File: src/core/dplcr_pkg.sv
// Package for the dual PLL loop configuration register bank
package dplcr_pkg;

  // ----------------------------------------
  // Register offsets
  // ----------------------------------------
  localparam logic [7:0] STAGE1_PUMP_CTRL_OFS = 8'h1C;
  localparam logic [7:0] STAGE1_PUMP_OFFSET_POLARITY_OFS = 8'h1D;
  localparam logic [7:0] STAGE2_INPUT_PREDIV_OFS = 8'h20;
  localparam logic [7:0] STAGE2_SOURCE_BYPASS_OFS = 8'h21;
  localparam logic [7:0] STAGE2_PUMP_CTRL_OFS = 8'h28;
  localparam logic [7:0] STAGE2_PUMP_OFFSET_OFS = 8'h29;
  localparam logic [7:0] STAGE2_FB_DIV_LOW_OFS = 8'h2C;
  localparam logic [7:0] STAGE2_FB_DIV_HIGH_OFS = 8'h2D;
  localparam logic [7:0] SOFT_RESET_FIRST_OFS = 8'h02;

  // ----------------------------------------
  // Writable bit masks (reserved bits clear)
  // ----------------------------------------
  localparam logic [7:0] PUMP_CTRL_MASK = 8'hBF;
  localparam logic [7:0] STAGE1_OFS_POL_MASK = 8'hFF;
  localparam logic [7:0] PREDIV_MASK = 8'hFF;
  localparam logic [7:0] SOURCE_BYPASS_MASK = 8'hF8;
  localparam logic [7:0] PUMP_OFFSET_MASK = 8'h3F;
  localparam logic [7:0] FB_DIV_LOW_MASK = 8'hFF;
  localparam logic [7:0] FB_DIV_HIGH_MASK = 8'h83;

  // ----------------------------------------
  // Reset values
  // ----------------------------------------
  localparam logic [7:0] PUMP_CTRL_RST = 8'h30;
  localparam logic [7:0] STAGE1_OFS_POL_RST = 8'h40;
  localparam logic [7:0] PREDIV_RST = 8'h01;
  localparam logic [7:0] SOURCE_BYPASS_RST = 8'h90;
  localparam logic [7:0] PUMP_OFFSET_RST = 8'h00;
  localparam logic [7:0] FB_DIV_LOW_RST = 8'h20;
  localparam logic [7:0] FB_DIV_HIGH_RST = 8'h00;

  // ----------------------------------------
  // Field positions
  // ----------------------------------------
  localparam int PD_BIT = 7;
  localparam int SINK_BIT = 5;
  localparam int DOUBLE_BIT = 4;
  localparam int POL_BIT = 7;
  localparam int FORCE_BIT = 6;
  localparam int DOUBLER_BIT = 7;
  localparam int FB_HALVE_BIT = 7;
  localparam int EXT_HALVE_BIT = 6;
  localparam int SRC_LSB = 4;
  localparam int BYPASS_BIT = 3;

  // ----------------------------------------
  // Current weights in units of 12.5 uA
  // ----------------------------------------
  localparam logic [8:0] GAIN_STEP_UNITS = 9'h008;
  localparam logic [8:0] DOUBLE_BASE_UNITS = 9'h080;

endpackage : dplcr_pkg

File: src/core/dplcr_regs.sv
// Dual PLL loop configuration register bank with field decode
`timescale 1ns/1ps
module dplcr_regs (
  input wire logic ref_clk,
  input wire logic nrst,
  input wire logic wrEn,
  input wire logic rdEn,
  input wire logic [7:0] addr,
  input wire logic [7:0] wrData,
  input wire logic softReset,
  output logic [7:0] rdData,
  output logic stage1PumpPowerdown,
  output logic stage1PumpSinkEnable,
  output logic stage1PumpDouble,
  output logic [3:0] stage1PumpGain,
  output logic [8:0] stage1PumpCurrent,
  output logic stage1VctrlPolarity,
  output logic stage1ForceMidVoltage,
  output logic [5:0] stage1PumpOffset,
  output logic [5:0] stage1OffsetCurrent,
  output logic stage2InputDoubler,
  output logic [6:0] stage2PredivRatio,
  output logic stage1FbHalveSelect,
  output logic extOscHalveSelect,
  output logic [1:0] outputSourceSelect,
  output logic stage1Bypass,
  output logic stage2PumpPowerdown,
  output logic stage2PumpSinkEnable,
  output logic stage2PumpDouble,
  output logic [3:0] stage2PumpGain,
  output logic [8:0] stage2PumpCurrent,
  output logic [5:0] stage2PumpOffset,
  output logic [5:0] stage2OffsetCurrent,
  output logic [9:0] stage2FbDivRatio,
  output logic stage2FbDivPowerdown
);

  // ----------------------------------------
  // Register storage, one entry per register
  // ----------------------------------------
  localparam int NREG = 8;
  localparam logic [7:0] OFS [NREG] = '{
    dplcr_pkg::STAGE1_PUMP_CTRL_OFS, dplcr_pkg::STAGE1_PUMP_OFFSET_POLARITY_OFS,
    dplcr_pkg::STAGE2_INPUT_PREDIV_OFS, dplcr_pkg::STAGE2_SOURCE_BYPASS_OFS,
    dplcr_pkg::STAGE2_PUMP_CTRL_OFS, dplcr_pkg::STAGE2_PUMP_OFFSET_OFS,
    dplcr_pkg::STAGE2_FB_DIV_LOW_OFS, dplcr_pkg::STAGE2_FB_DIV_HIGH_OFS};
  localparam logic [7:0] MSK [NREG] = '{
    dplcr_pkg::PUMP_CTRL_MASK, dplcr_pkg::STAGE1_OFS_POL_MASK,
    dplcr_pkg::PREDIV_MASK, dplcr_pkg::SOURCE_BYPASS_MASK,
    dplcr_pkg::PUMP_CTRL_MASK, dplcr_pkg::PUMP_OFFSET_MASK,
    dplcr_pkg::FB_DIV_LOW_MASK, dplcr_pkg::FB_DIV_HIGH_MASK};
  localparam logic [7:0] RST [NREG] = '{
    dplcr_pkg::PUMP_CTRL_RST, dplcr_pkg::STAGE1_OFS_POL_RST,
    dplcr_pkg::PREDIV_RST, dplcr_pkg::SOURCE_BYPASS_RST,
    dplcr_pkg::PUMP_CTRL_RST, dplcr_pkg::PUMP_OFFSET_RST,
    dplcr_pkg::FB_DIV_LOW_RST, dplcr_pkg::FB_DIV_HIGH_RST};

  logic [7:0] regs [NREG];

  // All stored offsets sit at 0x02 or above, so soft reset covers them all
  genvar gi;
  generate
    for (gi = 0; gi < NREG; gi++) begin : g_reg
      always_ff @(posedge ref_clk or negedge nrst) begin
        if (!nrst) begin
          regs[gi] <= RST[gi];
        end else if (softReset && (OFS[gi] >= dplcr_pkg::SOFT_RESET_FIRST_OFS)) begin
          regs[gi] <= RST[gi];
        end else if (wrEn && (addr == OFS[gi])) begin
          regs[gi] <= wrData & MSK[gi];
        end
      end
    end
  endgenerate

  // ----------------------------------------
  // Read path
  // ----------------------------------------
  logic [7:0] next_rdData;
  always_comb begin
    next_rdData = 8'h00;
    for (int i = 0; i < NREG; i++) begin
      if (addr == OFS[i]) begin
        next_rdData = regs[i];
      end
    end
  end

  // Unmapped addresses read zero
  always_ff @(posedge ref_clk or negedge nrst) begin
    if (!nrst) begin
      rdData <= 8'h00;
    end else if (rdEn) begin
      rdData <= next_rdData;
    end
  end

  // ----------------------------------------
  // Pump current decode, units of 12.5 uA
  // ----------------------------------------
  function automatic logic [8:0] pumpCurrent(input logic dbl, input logic [3:0] g);
    logic [8:0] c;
    if (dbl) begin
      c = dplcr_pkg::DOUBLE_BASE_UNITS + 9'({g[2:0], 1'b0}) * dplcr_pkg::GAIN_STEP_UNITS;
    end else begin
      c = 9'(g) * dplcr_pkg::GAIN_STEP_UNITS;
    end
    return c;
  endfunction : pumpCurrent

  // Weights 16,8,8,4,2,1 of 12.5 uA; max 39 units = 487.5 uA
  function automatic logic [5:0] offsetCurrent(input logic [5:0] o);
    logic [5:0] c;
    c = 6'({o[5], 4'h0}) + 6'({o[4], 3'h0}) + 6'({o[3], 3'h0})
      + 6'({o[2], 2'h0}) + 6'({o[1], 1'b0}) + 6'(o[0]);
    return c;
  endfunction : offsetCurrent

  // ----------------------------------------
  // Field outputs, registered from storage
  // ----------------------------------------
  always_ff @(posedge ref_clk or negedge nrst) begin
    if (!nrst) begin
      stage1PumpPowerdown <= dplcr_pkg::PUMP_CTRL_RST[dplcr_pkg::PD_BIT];
      stage1PumpSinkEnable <= dplcr_pkg::PUMP_CTRL_RST[dplcr_pkg::SINK_BIT];
      stage1PumpDouble <= dplcr_pkg::PUMP_CTRL_RST[dplcr_pkg::DOUBLE_BIT];
      stage1PumpGain <= dplcr_pkg::PUMP_CTRL_RST[3:0];
      stage1PumpCurrent <= dplcr_pkg::DOUBLE_BASE_UNITS;
      stage1VctrlPolarity <= dplcr_pkg::STAGE1_OFS_POL_RST[dplcr_pkg::POL_BIT];
      stage1ForceMidVoltage <= dplcr_pkg::STAGE1_OFS_POL_RST[dplcr_pkg::FORCE_BIT];
      stage1PumpOffset <= dplcr_pkg::STAGE1_OFS_POL_RST[5:0];
      stage1OffsetCurrent <= 6'h00;
    end else begin
      stage1PumpPowerdown <= regs[0][dplcr_pkg::PD_BIT];
      stage1PumpSinkEnable <= regs[0][dplcr_pkg::SINK_BIT];
      stage1PumpDouble <= regs[0][dplcr_pkg::DOUBLE_BIT];
      stage1PumpGain <= regs[0][3:0];
      stage1PumpCurrent <= pumpCurrent(regs[0][dplcr_pkg::DOUBLE_BIT], regs[0][3:0]);
      stage1VctrlPolarity <= regs[1][dplcr_pkg::POL_BIT];
      stage1ForceMidVoltage <= regs[1][dplcr_pkg::FORCE_BIT];
      stage1PumpOffset <= regs[1][5:0];
      stage1OffsetCurrent <= offsetCurrent(regs[1][5:0]);
    end
  end

  always_ff @(posedge ref_clk or negedge nrst) begin
    if (!nrst) begin
      stage2InputDoubler <= dplcr_pkg::PREDIV_RST[dplcr_pkg::DOUBLER_BIT];
      stage2PredivRatio <= dplcr_pkg::PREDIV_RST[6:0];
      stage1FbHalveSelect <= dplcr_pkg::SOURCE_BYPASS_RST[dplcr_pkg::FB_HALVE_BIT];
      extOscHalveSelect <= dplcr_pkg::SOURCE_BYPASS_RST[dplcr_pkg::EXT_HALVE_BIT];
      outputSourceSelect <= dplcr_pkg::SOURCE_BYPASS_RST[dplcr_pkg::SRC_LSB +: 2];
      stage1Bypass <= dplcr_pkg::SOURCE_BYPASS_RST[dplcr_pkg::BYPASS_BIT];
    end else begin
      stage2InputDoubler <= regs[2][dplcr_pkg::DOUBLER_BIT];
      stage2PredivRatio <= regs[2][6:0];
      stage1FbHalveSelect <= regs[3][dplcr_pkg::FB_HALVE_BIT];
      extOscHalveSelect <= regs[3][dplcr_pkg::EXT_HALVE_BIT];
      outputSourceSelect <= regs[3][dplcr_pkg::SRC_LSB +: 2];
      stage1Bypass <= regs[3][dplcr_pkg::BYPASS_BIT];
    end
  end

  always_ff @(posedge ref_clk or negedge nrst) begin
    if (!nrst) begin
      stage2PumpPowerdown <= dplcr_pkg::PUMP_CTRL_RST[dplcr_pkg::PD_BIT];
      stage2PumpSinkEnable <= dplcr_pkg::PUMP_CTRL_RST[dplcr_pkg::SINK_BIT];
      stage2PumpDouble <= dplcr_pkg::PUMP_CTRL_RST[dplcr_pkg::DOUBLE_BIT];
      stage2PumpGain <= dplcr_pkg::PUMP_CTRL_RST[3:0];
      stage2PumpCurrent <= dplcr_pkg::DOUBLE_BASE_UNITS;
      stage2PumpOffset <= dplcr_pkg::PUMP_OFFSET_RST[5:0];
      stage2OffsetCurrent <= 6'h00;
      stage2FbDivRatio <= {dplcr_pkg::FB_DIV_HIGH_RST[1:0], dplcr_pkg::FB_DIV_LOW_RST};
      stage2FbDivPowerdown <= dplcr_pkg::FB_DIV_HIGH_RST[dplcr_pkg::PD_BIT];
    end else begin
      stage2PumpPowerdown <= regs[4][dplcr_pkg::PD_BIT];
      stage2PumpSinkEnable <= regs[4][dplcr_pkg::SINK_BIT];
      stage2PumpDouble <= regs[4][dplcr_pkg::DOUBLE_BIT];
      stage2PumpGain <= regs[4][3:0];
      stage2PumpCurrent <= pumpCurrent(regs[4][dplcr_pkg::DOUBLE_BIT], regs[4][3:0]);
      stage2PumpOffset <= regs[5][5:0];
      stage2OffsetCurrent <= offsetCurrent(regs[5][5:0]);
      stage2FbDivRatio <= {regs[7][1:0], regs[6]};
      stage2FbDivPowerdown <= regs[7][dplcr_pkg::PD_BIT];
    end
  end

  // ----------------------------------------
  // Assertions
  // ----------------------------------------
  property p_pd1;
    @(posedge ref_clk) disable iff (!nrst)
    (wrEn && !softReset && addr == 8'h1C) |=> ##1 (stage1PumpPowerdown == $past(wrData[7], 2));
  endproperty
  a_pd1: assert property (p_pd1) else $error("Stage-1 powerdown mismatch");

  property p_cur;
    @(posedge ref_clk) disable iff (!nrst)
    (wrEn && !softReset && addr == 8'h1C && wrData[4])
      |=> ##1 (stage1PumpCurrent == 9'h080 + 9'({$past(wrData[2:0], 2), 4'h0}));
  endproperty
  a_cur: assert property (p_cur) else $error("Doubled pump current wrong");

  property p_cur1;
    @(posedge ref_clk) disable iff (!nrst)
    (wrEn && !softReset && addr == 8'h1C && !wrData[4])
      |=> ##1 (stage1PumpCurrent == 9'({$past(wrData[3:0], 2), 3'h0}));
  endproperty
  a_cur1: assert property (p_cur1) else $error("Single pump current wrong");

  property p_ofs;
    @(posedge ref_clk) disable iff (!nrst)
    (wrEn && !softReset && addr == 8'h1D && wrData[5:0] == 6'h3F)
      |=> ##1 (stage1OffsetCurrent == 6'h27);
  endproperty
  a_ofs: assert property (p_ofs) else $error("Offset current full scale wrong");

  property p_srst;
    @(posedge ref_clk) disable iff (!nrst)
    softReset |=> ##1 (stage1ForceMidVoltage && stage2FbDivRatio == 10'h020
      && stage2PredivRatio == 7'h01 && outputSourceSelect == 2'h1);
  endproperty
  a_srst: assert property (p_srst) else $error("Soft reset defaults wrong");

  property p_rsv;
    @(posedge ref_clk) disable iff (!nrst)
    (rdEn && addr == 8'h29) |=> (rdData[7:6] == 2'h0);
  endproperty
  a_rsv: assert property (p_rsv) else $error("Reserved bits read nonzero");

  property p_div;
    @(posedge ref_clk) disable iff (!nrst)
    (wrEn && !softReset && addr == 8'h2C) |=> ##1 (stage2FbDivRatio[7:0] == $past(wrData, 2));
  endproperty
  a_div: assert property (p_div) else $error("Feedback divider low byte wrong");

  property p_src;
    @(posedge ref_clk) disable iff (!nrst)
    (wrEn && !softReset && addr == 8'h21)
      |=> ##1 (outputSourceSelect == $past(wrData[5:4], 2)
      && stage1Bypass == $past(wrData[3], 2));
  endproperty
  a_src: assert property (p_src) else $error("Source select or bypass wrong");

  property p_sink1;
    @(posedge ref_clk) disable iff (!nrst)
    (wrEn && !softReset && addr == dplcr_pkg::STAGE1_PUMP_CTRL_OFS)
      |=> ##1 (stage1PumpSinkEnable == $past(wrData[5], 2));
  endproperty
  a_sink1: assert property (p_sink1) else $error("Stage-1 sink enable mismatch");

  property p_dbl1;
    @(posedge ref_clk) disable iff (!nrst)
    (wrEn && !softReset && addr == dplcr_pkg::STAGE1_PUMP_CTRL_OFS)
      |=> ##1 (stage1PumpDouble == $past(wrData[4], 2));
  endproperty
  a_dbl1: assert property (p_dbl1) else $error("Stage-1 doubling mismatch");

  property p_pol;
    @(posedge ref_clk) disable iff (!nrst)
    (wrEn && !softReset && addr == dplcr_pkg::STAGE1_PUMP_OFFSET_POLARITY_OFS)
      |=> ##1 (stage1VctrlPolarity == $past(wrData[7], 2));
  endproperty
  a_pol: assert property (p_pol) else $error("Control voltage polarity mismatch");

  property p_force;
    @(posedge ref_clk) disable iff (!nrst)
    (wrEn && !softReset && addr == dplcr_pkg::STAGE1_PUMP_OFFSET_POLARITY_OFS)
      |=> ##1 (stage1ForceMidVoltage == $past(wrData[6], 2));
  endproperty
  a_force: assert property (p_force) else $error("Force mid voltage mismatch");

  property p_dblr;
    @(posedge ref_clk) disable iff (!nrst)
    (wrEn && !softReset && addr == dplcr_pkg::STAGE2_INPUT_PREDIV_OFS)
      |=> ##1 (stage2InputDoubler == $past(wrData[7], 2));
  endproperty
  a_dblr: assert property (p_dblr) else $error("Input doubler mismatch");

  property p_prediv;
    @(posedge ref_clk) disable iff (!nrst)
    (wrEn && !softReset && addr == dplcr_pkg::STAGE2_INPUT_PREDIV_OFS)
      |=> ##1 (stage2PredivRatio == $past(wrData[6:0], 2));
  endproperty
  a_prediv: assert property (p_prediv) else $error("Predivider ratio mismatch");

  property p_fbhalve;
    @(posedge ref_clk) disable iff (!nrst)
    (wrEn && !softReset && addr == dplcr_pkg::STAGE2_SOURCE_BYPASS_OFS)
      |=> ##1 (stage1FbHalveSelect == $past(wrData[7], 2));
  endproperty
  a_fbhalve: assert property (p_fbhalve) else $error("Feedback halve mismatch");

  property p_exthalve;
    @(posedge ref_clk) disable iff (!nrst)
    (wrEn && !softReset && addr == dplcr_pkg::STAGE2_SOURCE_BYPASS_OFS)
      |=> ##1 (extOscHalveSelect == $past(wrData[6], 2));
  endproperty
  a_exthalve: assert property (p_exthalve) else $error("Oscillator halve mismatch");

  property p_pump2;
    @(posedge ref_clk) disable iff (!nrst)
    (wrEn && !softReset && addr == dplcr_pkg::STAGE2_PUMP_CTRL_OFS)
      |=> ##1 (stage2PumpPowerdown == $past(wrData[7], 2)
      && stage2PumpSinkEnable == $past(wrData[5], 2)
      && stage2PumpDouble == $past(wrData[4], 2) && stage2PumpGain == $past(wrData[3:0], 2));
  endproperty
  a_pump2: assert property (p_pump2) else $error("Stage-2 pump fields mismatch");

  property p_cur2;
    @(posedge ref_clk) disable iff (!nrst)
    (wrEn && !softReset && addr == dplcr_pkg::STAGE2_PUMP_CTRL_OFS && wrData[4])
      |=> ##1 (stage2PumpCurrent == 9'h080 + 9'({$past(wrData[2:0], 2), 4'h0}));
  endproperty
  a_cur2: assert property (p_cur2) else $error("Stage-2 doubled current wrong");

  property p_ofs2;
    @(posedge ref_clk) disable iff (!nrst)
    (wrEn && !softReset && addr == dplcr_pkg::STAGE2_PUMP_OFFSET_OFS)
      |=> ##1 (stage2PumpOffset == $past(wrData[5:0], 2));
  endproperty
  a_ofs2: assert property (p_ofs2) else $error("Stage-2 offset field mismatch");

  property p_divhi;
    @(posedge ref_clk) disable iff (!nrst)
    (wrEn && !softReset && addr == dplcr_pkg::STAGE2_FB_DIV_HIGH_OFS)
      |=> ##1 (stage2FbDivRatio[9:8] == $past(wrData[1:0], 2));
  endproperty
  a_divhi: assert property (p_divhi) else $error("Feedback divider high bits wrong");

  property p_pd2;
    @(posedge ref_clk) disable iff (!nrst)
    (wrEn && !softReset && addr == dplcr_pkg::STAGE2_FB_DIV_HIGH_OFS)
      |=> ##1 (stage2FbDivPowerdown == $past(wrData[7], 2));
  endproperty
  a_pd2: assert property (p_pd2) else $error("Divider powerdown mismatch");

  property p_srst2;
    @(posedge ref_clk) disable iff (!nrst)
    softReset |=> ##1 (stage1PumpCurrent == dplcr_pkg::DOUBLE_BASE_UNITS
      && stage2PumpCurrent == dplcr_pkg::DOUBLE_BASE_UNITS && stage1OffsetCurrent == 6'h00);
  endproperty
  a_srst2: assert property (p_srst2) else $error("Soft reset currents wrong");

endmodule : dplcr_regs

File: config.mk
export PLATFORM = sky130hd
export DESIGN_NAME = dplcr_regs
export DESIGN_NICKNAME = d
export VERILOG_FILES = /design/src/core/dplcr_pkg.sv /design/src/core/dplcr_regs.sv
export SDC_FILE = /design/constraint.sdc
export NUM_CORES = 1
export LEC_CHECK = 0
export BUFFER_PORTS_ARGS = -buffer_cell sky130_fd_sc_hd__buf_2
export CAP_MARGIN = 20
export CORE_MARGIN = 8
export CORE_UTILIZATION = 40
export DETAILED_ROUTE_END_ITERATION = 12
export PLACE_DENSITY_LB_ADDON = 0.12
export SLEW_MARGIN = 20
export SYNTH_ARGS = -nofsm -noshare
export SYNTH_HDL_FRONTEND = slang
export SYNTH_SLANG_ARGS = --single-unit
File: constraint.sdc
create_clock -name ref_clk -period 1.5 [get_ports ref_clk]
set_input_delay 0.3 -clock ref_clk [delete_from_list [all_inputs] [get_ports ref_clk]]
set_output_delay 0.3 -clock ref_clk [all_outputs]
set_load 0.1 [all_outputs]
=== After elaboration in Yosys (flattened, before gate mapping) ===
Index checks and enable logic that the tools add are counted.

* Register bits: 154
* Bits of input ports: 21
* Output and inout bits: 90
* Word-level logic and storage cells: 95

* $add $sub $neg: 12
* Equality and inequality tests: 8
* Muxes and demuxes: 26
* Reduce and logical (&&, ||, !) cells: 16

{| class="wikitable"
|+ Operator list
! cell !! number
|-
| two-way mux 8 bit || 24
|-
| equality test 8 x 6 -> 1 bit, second input constant || 6
|-
| adder 8 x 7 -> 9 bit, first input constant || 2
|-
| two-way mux 9 bit || 2
|-
| equality test 8 x 5 -> 1 bit, second input constant || 2
|-
| nonzero test 2 bit || 8
|-
| adder 5 x 4 -> 6 bit || 2
|-
| adder 6 x 1 -> 6 bit || 2
|-
| adder 6 x 2 -> 6 bit || 2
|-
| adder 6 x 3 -> 6 bit || 2
|-
| adder 6 x 4 -> 6 bit || 2
|-
| logical AND 1 bit || 8
|}

=== Depth between registers and ports, before layout ===
Gate-level depths: netlist of the first run.

* Depth after elaboration: 9
* Gate-level depth with buffers: 7
* Gate-level depth less buffers: 5

=== Worst setup path before layout of the first run ===
No wires, ideal clock.

* Path kind: input port to flip-flop
* From: input addr[4]
* To: register regs[40] (netlist name)
* Setup time: 0.082 ns
* Arrival: 1.604 ns
* Data required time: 1.418 ns
* Slack: -0.186 ns
* Stages: 4
* Path buffers: 1
* Path through: or4b_4 -> or3_1 -> buf_6 -> a211o_1

* Longest elaborated chain between the ends: 3

{| class="wikitable"
|+ RTL lines
! item !! RTL line !! RTL
|-
| start: declaration || dplcr_regs.sv:8 || <nowiki>input wire logic [7:0] addr,</nowiki>
|-
| equality test 8 x 6 -> 1 bit || dplcr_regs.sv:69 || <nowiki>end else if (wrEn && (addr == OFS[gi])) begin</nowiki>
|-
| logical AND 1 bit || dplcr_regs.sv:69 ||
|-
| nonzero test 2 bit (no source line) || -- ||
|-
| end signal: indexed assignment || dplcr_regs.sv:66 || <nowiki>regs[gi] <= RST[gi];</nowiki>
|-
| end signal: indexed assignment || dplcr_regs.sv:68 || <nowiki>regs[gi] <= RST[gi];</nowiki>
|-
| end signal: indexed assignment || dplcr_regs.sv:70 || <nowiki>regs[gi] <= wrData & MSK[gi];</nowiki>
|-
| end: declaration || dplcr_regs.sv:58 || <nowiki>logic [7:0] regs [NREG];</nowiki>
|}

No other way between the ends.
A chain may end at the register's enable or synchronous reset.

==> results.yml, run 1 <==
drt:
  drtIter0Drc: 191
  vias: 3682
  first_pass_iters: 4
  detail-route-antenna-nets: 0
  wl_um: 13790
  drc_errors: 0
  wl_per_cell_um: 18.37
  drt-vias-per-instance: 4.903
worst_setup_path:
  crit_path_start: "stage1PumpDouble"
  path_depth: 1
  critical_path.cell_chain: "buf_12"
  r2r_start: "regs[39]"
  cp.arrival_ns: 1.23
  crit_path_end: "stage1PumpCurrent[7]"
  critPathKind: "reg -> out"
  crit_slowest_cell: "dfstp_4"
  reg2regPathDepth: 5
  end_kind: "output port"
  cp_slowest_stage_delay_ns: 0.64
  critPathRequiredTime_ns: 1.20
  reg2reg_to: "rdData[7]"
  crit_family: "flip-flops"
  ff2ff_setup_slack_ns: 0.13
  worst-path-buf-inv: 1
  cp_max_fo: 2
  start_kind: "flop"
timing:
  fin_crit_ns: 1.527
  slew_viol_final: 0
  rsz0062_at_grt: "yes"
  fin_crit_sh_pct: 101.8
  fmax_mhz: 654.8
  fin_hold_ws_ns: 0.2068
  setup_ws_ns: -0.02709
  skew_ns: 0.006899
  hold_viol: 0
  setup_viol: 4
placement:
  portBuffers: 102
  gp_congestion: 0.8223
  hpwl_um: 9873
  pre_cts_ws_ns: -0.3680
synthesis:
  ys_seq_area_share_pct: 62.39
  async_reset_ff_share_pct: 100.0
  synth_most_common_cell: "dfrtp_1"
  synth_edf_count: 0
  synth_top_area_cell: "dfrtp_1"
  synthTopCellsByCount: "108 x dfrtp_1, 49 x nor2_1, 41 x mux2i_1"
  synth_area_leaders: "dfrtp_1 53%, dfstp_2 9.3%, mux2i_1 8.1%"
  ys_ff_latch: 126
  synth_cell_types: 50
  synth_cells: 416
  avgSynthCellArea_sq_um: 12.24
  synth_top_cell_area_share_pct: 53.10
  ys_warn_count: 0
  syn_area_sq_um: 5090
  synthFlopType: "dfrtp_1"
die:
  io_pins: 111
  rows: 41
  die_h_um: 128.8
  die-area_sq_um: 16590
  start_util_pct: 40.66
  dieWidth_um: 128.8
  core-area_sq_um: 12520
global_route:
  overflow: 0
  antenna_found_initial: 0
  grt_max_degree: 62
  grt_use_total_pct: 17.47
  grt_pass1_vias: 3991
  grt_pass1_wl_um: 21960
final_layout:
  layout-drive-gt1-share_pct: 40.76
  nFillCells: 1072
  syn_to_final_growth_pct: 39.65
  multiInputGateArea_sq_um: 1723
  final_util_pct: 56.79
  num_antenna_cells: 0
  nNetsFinal: 591
  regArea_sq_um: 3191
clock_network:
  htreeDepth: 4
  cts_root_buf: "clkbuf_16"
  tritoncts: "yes"
  cts_num_sinks: 126
  cts_buffers: 17
  clk_pin_slew_ns: 0.05
  cts_setup_buffers: 0
  insertion_delay_ns: 0.41
  clk_path_buf_depth: 2
outcome:
  status: "complete, but fails checks"
  violations: "setup timing"
pwr:
  power_leakage_nw: 3.514
  p_total_mw: 8.859
  power_density_nw_per_um2: 1246
  vdd_drop_max_mv: 0.5934
min_path:
  hold_depth: 2
  min_path_type: "in -> reg"
flow_run:
  cap_violations: 0
-- worst register-to-register path, delay by kind of cell (launching register included) --
kind,cells,cell delay [ns]
flip-flops,1,0.57
AO/OA/AOI/OAI,2,0.50
AND/OR/NAND/NOR,2,0.14
multiplexers,1,0.08
-- metrics by stage --
step / setup TNS [ns] / cell area [sq um] / std cells
final: -0.1021 / 7108 / 751
after CTS: -0.1668 / 7087 / 751
after detailed placement: -15.62 / 6324 / 718
after global placement: -14.53 / 6324 / 718
after global routing: -0.2123 / 7108 / 751
after floorplan: -1.282 / 5166 / 423
-- final cells by class --
type	count	area share, %
sequential	126	44.89
multi-input combinational	254	24.24
timing repair buffer	161	17.64
clock buffer	19	6.231
clock inverter	13	3.661
tap	172	3.028
inverter	6	0.3168
-- sequential cells by signal, indices dropped and copies added, names as in the netlist, 2 cells and up --
| signal | cells |
|---|---|
| regs | 52 |
| stage2FbDivRatio | 10 |
| rdData | 8 |
| stage2PredivRatio | 7 |
| stage1OffsetCurrent | 6 |
| stage2OffsetCurrent | 5 |
| stage2PumpCurrent | 5 |
| stage1PumpCurrent | 4 |
| stage1PumpGain | 4 |
| stage2PumpGain | 4 |
| stage2PumpOffset | 4 |
| stage1PumpOffset | 3 |
| outputSourceSelect | 2 |
-- worst min-delay path by stage --
stage,end,slack [ns],startpoint
final,regs[54],0.21,wrData[6]
after global routing,regs[54],0.19,wrData[6]
after CTS,regs[54],0.18,wrData[6]
after detailed placement,stage2PumpGain[3],0.13,nrst
after global placement,stage2PumpGain[3],0.13,nrst
after floorplan,extOscHalveSelect,0.004,nrst
-- where the power goes --
part           total [mW]  leakage [nW]  internal, mW  switching (mW)
sequential           3.43          1.68          3.42         0.00996
combinational       0.585          1.50         0.158           0.427
clock                4.85         0.334          3.34            1.50
total                8.86          3.51          6.92            1.94
-- layer usage --
| layer | up-vias | global-route usage [%] | routed length [um] |
|---|---|---|---|
| met4 | 0 | 5.736 | 186 |
| met3 | 15 | 5.627 | 826 |
| met5 | - | 0 | 0 |
| met1 | 1832 | 21.95 | 6082 |
| li1 | 1729 | - | - |
| met2 | 106 | 27.92 | 6698 |
-- what timing repair did --
| action | 4_1_cts | 5_1_grt |
|---|---|---|
| hold buffers | 1 | 0 |
| cloned | 0 | 0 |
| pin swaps | 0 | 2 |
| resized for setup | 20 | 9 |
| endpoints found under the hold margin | 109 | 0 |
| endpoints found under the setup margin | 23 | 14 |
-- kinds of logic after synthesis --
logic type / count (synthesis) / share of synthesized area (%)
flip-flops: 126 / 62.39
AND/OR/NAND/NOR: 118 / 12.54
AO/OA/AOI/OAI: 74 / 9.293
multiplexers: 50 / 10.05
buffers and inverters: 43 / 4.671
adder cells (fa/ha/maj): 4 / 0.9833
other: 1 / 0.07368
-- placed cells by master (no fill, tap or decap), types with 3 or more instances in the layout --
cell and instances:
dfrtp_1 102, buf_4 74, buf_2 63, nor2_1 49, mux2i_1 41, a21oi_1 21, o21ai_0 19, nand2_1 17
clkbuf_16 17, dfstp_2 16, buf_12 16, nor2b_1 13, mux2_2 9, a211o_1 9, conb_1 8, bufinv_16 7
clkbuf_4 7, inv_1 6, dfrtp_2 6, nor3_1 5, o22ai_1 5, nand2b_1 4, nand3b_1 4, a211oi_1 4
ha_1 4, or3_1 3, nor3_4 3
Power figures use the tool's default switching activity.
==> inputs of run 2 (changes only) <==
--- a/config.mk
+++ b/config.mk
@@ -11,6 +11,7 @@
 export CORE_UTILIZATION = 40
 export DETAILED_ROUTE_END_ITERATION = 12
 export PLACE_DENSITY_LB_ADDON = 0.12
+export RECOVER_POWER = 100
 export SLEW_MARGIN = 20
 export SYNTH_ARGS = -nofsm -noshare
 export SYNTH_HDL_FRONTEND = slang
==> results.yml, run 2 (synthesized netlist as in run 1, its figures left out) <==
worst_setup_path:
  path_depth: 1
  crit_path_start: "stage1PumpDouble"
  reg2regPathDepth: 5
  crit_slowest_cell: "dfstp_4"
  cp_max_fo: 2
  worst-path-buf-inv: 1
  ff2ff_setup_slack_ns: 0.08
  critPathKind: "reg -> out"
  cp.arrival_ns: 1.23
  critical_path.cell_chain: "buf_12"
  start_kind: "flop"
  crit_path_end: "stage1PumpCurrent[7]"
  reg2reg_to: "rdData[7]"
  crit_family: "flip-flops"
  end_kind: "output port"
  r2r_start: "regs[39]"
  cp_slowest_stage_delay_ns: 0.64
  critPathRequiredTime_ns: 1.20
clock_network:
  cts_setup_buffers: 0
  cts_buffers: 17
  insertion_delay_ns: 0.41
  cts_root_buf: "clkbuf_16"
  htreeDepth: 4
  clk_pin_slew_ns: 0.05
  clk_path_buf_depth: 2
  cts_num_sinks: 126
  tritoncts: "yes"
min_path:
  hp-start: "wrData[6]"
  min_path_type: "in -> reg"
timing:
  fin_crit_sh_pct: 101.7
  slew_viol_final: 0
  skew_ns: 0.006444
  rsz0062_at_grt: "yes"
  setup_viol: 4
  slew_headroom_pct: 63.84
  fmax_mhz: 655.7
  fin_crit_ns: 1.525
  setup_ws_ns: -0.02501
  hold_viol: 0
  worstMarginPinSlew_ns: 0.5424
pwr:
  vdd_drop_max_mv: 0.5944
  power_leakage_nw: 3.418
  p_total_mw: 8.840
  power_density_nw_per_um2: 1270
die:
  io_pins: 111
  die-area_sq_um: 16590
  start_util_pct: 40.66
  rows: 41
  core-area_sq_um: 12520
  dieWidth_um: 128.8
  die_h_um: 128.8
placement:
  pre_cts_ws_ns: -0.3680
  gp_congestion: 0.8223
  portBuffers: 102
  hpwl_um: 9873
drt:
  drt-vias-per-instance: 4.915
  wl_per_cell_um: 18.36
  drc_errors: 0
  drtIter0Drc: 190
  wl_um: 13790
  first_pass_iters: 4
  detail-route-antenna-nets: 0
  vias: 3691
final_layout:
  final_common_cell: "dfrtp_1"
  mostFrequentLayoutCells: "102 x dfrtp_1, 61 x buf_2, 49 x nor2_1"
  num_antenna_cells: 0
  syn_to_final_growth_pct: 36.75
  largest_reg_flops: 52
  top_regs: "regs x52, stage2FbDivRatio x10, rdData x8"
  nNetsFinal: 591
  top_register: "regs"
  layout-drive-gt1-share_pct: 37.48
flow_run:
  cap_violations: 0
global_route:
  overflow: 0
  grt_max_degree: 62
  antenna_found_initial: 0
  grt_pass1_vias: 3991
  grt_use_total_pct: 17.47
  grt_pass1_wl_um: 21960
outcome:
  violations: "setup timing"
  status: "complete, but fails checks"
[run 2: changes by cell type in the layout (fill, tap and decap cells not counted), moves of 3 or more]
cell and change:
dfstp_1 +9, clkbuf_1 +8, dfstp_2 -9, buf_12 -11
clkbuf_4 +20, buf_8 +3, buf_6 +6, clkbuf_2 +9
buf_4 -33
[run 2: power by group]
part           internal [mW]  leakage (nW)  total [mW]  switching (mW)
registers               3.42          1.67        3.43         0.00975
clock network           3.34         0.334        4.84            1.50
logic                  0.146          1.41       0.570           0.424
[run 2: worst min path at each step]
stage,to,cells after the start,slack (ns)
2_1_floorplan,extOscHalveSelect,0,0.004
3_3_place_gp,stage2PumpGain[3],1,0.13
3_5_place_dp,stage2PumpGain[3],1,0.13
4_1_cts,regs[54],2,0.18
5_1_grt,regs[54],2,0.19
6_report,regs[54],2,0.20
[run 2: stage by stage]
step	hold slack, ns	setup TNS (ns)	instance area (sq um)	std cells	utilization, %
after floorplan	0.004409	-1.282	5166	423	-
after global placement	0.1321	-14.53	6324	718	50.52
after detailed placement	0.1310	-15.62	6324	718	50.52
after CTS	0.1847	-0.1668	7087	751	56.62
after global routing	0.1946	-0.7523	6960	751	55.61
final	0.2032	-0.09372	6960	751	55.61
[run 2: per-layer routing]
layer | part of all wire, % | global-route usage [%]
met1 | 45 | 21.95
met2 | 48 | 27.92
met3 | 5.6 | 5.627
met4 | 1.2 | 5.736
met5 | 0 | 0
[run 2: layout make-up]
class                   instances  area, sq um
clock buffers                  19        442.9
clock inverters                13        260.3
fillers                      1095         5557
inverters                       6        22.52
multi-input cells             254         1715
flip-flops and latches        126         3191
well taps                     172        215.2
repair buffers                161         1114
[run 2: timing repair]
action,in CTS,in global routing
pin swaps,0,2
cloned,0,0
endpoints found under the hold margin,109,0
hold buffers,1,0
setup endpoints to repair,23,14
gates resized for setup,20,9
==> inputs of run 3 (changes only) <==
--- a/config.mk
+++ b/config.mk
@@ -9,6 +9,7 @@
 export CAP_MARGIN = 20
 export CORE_MARGIN = 8
 export CORE_UTILIZATION = 40
+export CTS_BUF_LIST = sky130_fd_sc_hd__clkbuf_4 sky130_fd_sc_hd__clkbuf_8
 export DETAILED_ROUTE_END_ITERATION = 12
 export PLACE_DENSITY_LB_ADDON = 0.12
 export RECOVER_POWER = 100
==> results.yml, run 3 (synthesized netlist as in run 1, its figures left out) <==
global_route:
  grt_pass1_wl_um: 21580
  grt_pass1_vias: 3901
  grt_max_degree: 62
  overflow: 0
  antenna_found_initial: 0
  grt_use_total_pct: 17.29
placement:
  hpwl_um: 9873
  dp_cells: 718
  place_area_sq_um: 6324
  gp_congestion: 0.8223
  portBuffers: 102
  pre_cts_ws_ns: -0.3680
pwr:
  p_seq_share_pct: 44.1
  net-switching-power_mw: 1.807
  vdd_drop_max_mv: 0.5775
  power_density_nw_per_um2: 1119
  clkPwrFrac_pct: 48.5
  switching_share_pct: 23.29
  internal_power_mw: 5.951
  power_leakage_nw: 3.327
  comb_power_share_pct: 7.4
die:
  start_util_pct: 40.66
  dieWidth_um: 128.8
  core-area_sq_um: 12520
  rows: 41
  io_pins: 111
  die_h_um: 128.8
  die-area_sq_um: 16590
final_layout:
  layout-drive-gt1-share_pct: 36.61
  nNetsFinal: 591
  largest_reg_flops: 52
  final_common_cell: "dfrtp_1"
  syn_to_final_growth_pct: 36.26
  num_antenna_cells: 0
  finalInstanceArea_sq_um: 6935
  mostFrequentLayoutCells: "102 x dfrtp_1, 62 x clkbuf_4, 50 x nor2_1"
  top_register: "regs"
  instances_no_fill: 751
  top_regs: "regs x52, stage2FbDivRatio x10, rdData x8"
worst_setup_path:
  critPathRequiredTime_ns: 1.20
  cp_slowest_stage_delay_ns: 0.65
  reg2reg_to: "rdData[7]"
  crit_path_end: "stage1PumpCurrent[7]"
  reg2regPathDepth: 5
  critical_path.cell_chain: "buf_12"
  crit_path_start: "stage1PumpDouble"
  ff2ff_setup_slack_ns: 0.08
  r2r_start: "regs[39]"
  end_kind: "output port"
  crit_family: "flip-flops"
  worst-path-buf-inv: 1
  start_kind: "flop"
  path_depth: 1
  cp_max_fo: 2
  critPathKind: "reg -> out"
  cp.arrival_ns: 1.26
  crit_slowest_cell: "dfstp_4"
timing:
  fin_crit_ns: 1.557
  fin_crit_sh_pct: 103.8
  slew_viol_final: 0
  setup_ws_ns: -0.05683
  worstMarginPinSlew_ns: 0.5435
  setup_viol: 4
  fmax_mhz: 642.3
  fin_setup_tns_ns: -0.2231
  slew_headroom_pct: 63.77
  rsz0062_at_grt: "yes"
  skew_ns: 0.01154
  hold_viol: 0
drt:
  drtIter0Drc: 235
  drt-vias-per-instance: 4.897
  detail-route-antenna-nets: 0
  wl_per_cell_um: 18.14
  drc_errors: 0
  first_pass_iters: 4
  wl_um: 13630
  vias: 3678
min_path:
  min_path_type: "in -> reg"
clock_network:
  htreeDepth: 4
  clk_pin_slew_ns: 0.07
  cts_setup_buffers: 0
  cts_num_sinks: 126
  insertion_delay_ns: 0.44
  cts_buffers: 17
  clk_path_buf_depth: 2
  tritoncts: "yes"
  cts_root_buf: "clkbuf_8"
flow_run:
  cap_violations: 0
outcome:
  violations: "setup timing"
  status: "complete, but fails checks"
==> run 3: cell count changes in the layout (fill, tap and decap cells not counted), moves of 2 or more <==
cell	before	now
clkbuf_2	9	6
buf_8	3	0
buf_12	5	13
clkbuf_8	1	18
buf_2	61	18
buf_4	41	49
dfstp_1	9	11
clkbuf_4	27	62
buf_6	6	3
clkbuf_16	17	0
dfstp_2	7	5
==> run 3: how the worst min path moves through the flow <==
stage	startpoint	to	slack, ns	cells past startpoint
after floorplan	nrst	extOscHalveSelect	0.004	0
after global routing	wrData[6]	regs[54]	0.16	2
after global placement	nrst	stage2PumpGain[3]	0.13	1
final	wrData[6]	regs[54]	0.17	2
after CTS	wrData[6]	regs[54]	0.14	2
after detailed placement	nrst	stage2PumpGain[3]	0.13	1
==> run 3: power groups by stage <==
| stage | clock network, mW | registers (mW) | logic [mW] |
|---|---|---|---|
| floorplan | 0 | 3.57 | 0.250 |
| global placement | 0 | 3.49 | 0.576 |
| detailed placement | 0 | 3.48 | 0.579 |
| CTS | 3.84 | 3.42 | 0.589 |
| global route | 3.98 | 3.42 | 0.618 |
| finish | 3.77 | 3.42 | 0.572 |
==> run 3: area by class of cell <==
cell class	instances	area (sq um)
fill	1125	5582
clock buffer	19	255.2
timing repair buffer	161	1287
sequential	126	3191
tap	172	215.2
multi-input combinational	254	1704
clock inverter	13	260.3
inverter	6	22.52
==> run 3: stage by stage <==
| step | util (%) | total power, mW | hold WS, ns |
|---|---|---|---|
| global route | 55.41 | 8.014 | 0.1562 |
| detailed placement | 50.52 | 4.064 | 0.1310 |
| global placement | 50.52 | 4.061 | 0.1321 |
| CTS | 56.10 | 7.851 | 0.1434 |
| finish | 55.41 | 7.757 | 0.1742 |
| floorplan | - | 3.818 | 0.004409 |
==> run 3: repair_timing <==
item,4_1_cts,5_1_grt
hold buffers,1,0
gates cloned,0,0
gates resized for setup,69,4
hold endpoints to repair,109,0
endpoints found under the setup margin,73,9
pin swaps,0,2
==> run 3: layer usage <==
metal	GRT usage [%]	vias up	share of wire [%]
li1	-	1728	-
met1	21.74	1833	44
met2	27.52	105	49
met3	5.420	12	5.8
met4	6.220	0	1.0
met5	0	-	0
==> run 3: worst reg2reg max path: cells and delay by family, from the launching register on <==
kind             cells  cell delay [ns]
AND/OR/NAND/NOR      2             0.15
flip-flops           1             0.61
AO/OA/AOI/OAI        2             0.51
multiplexers         1             0.10
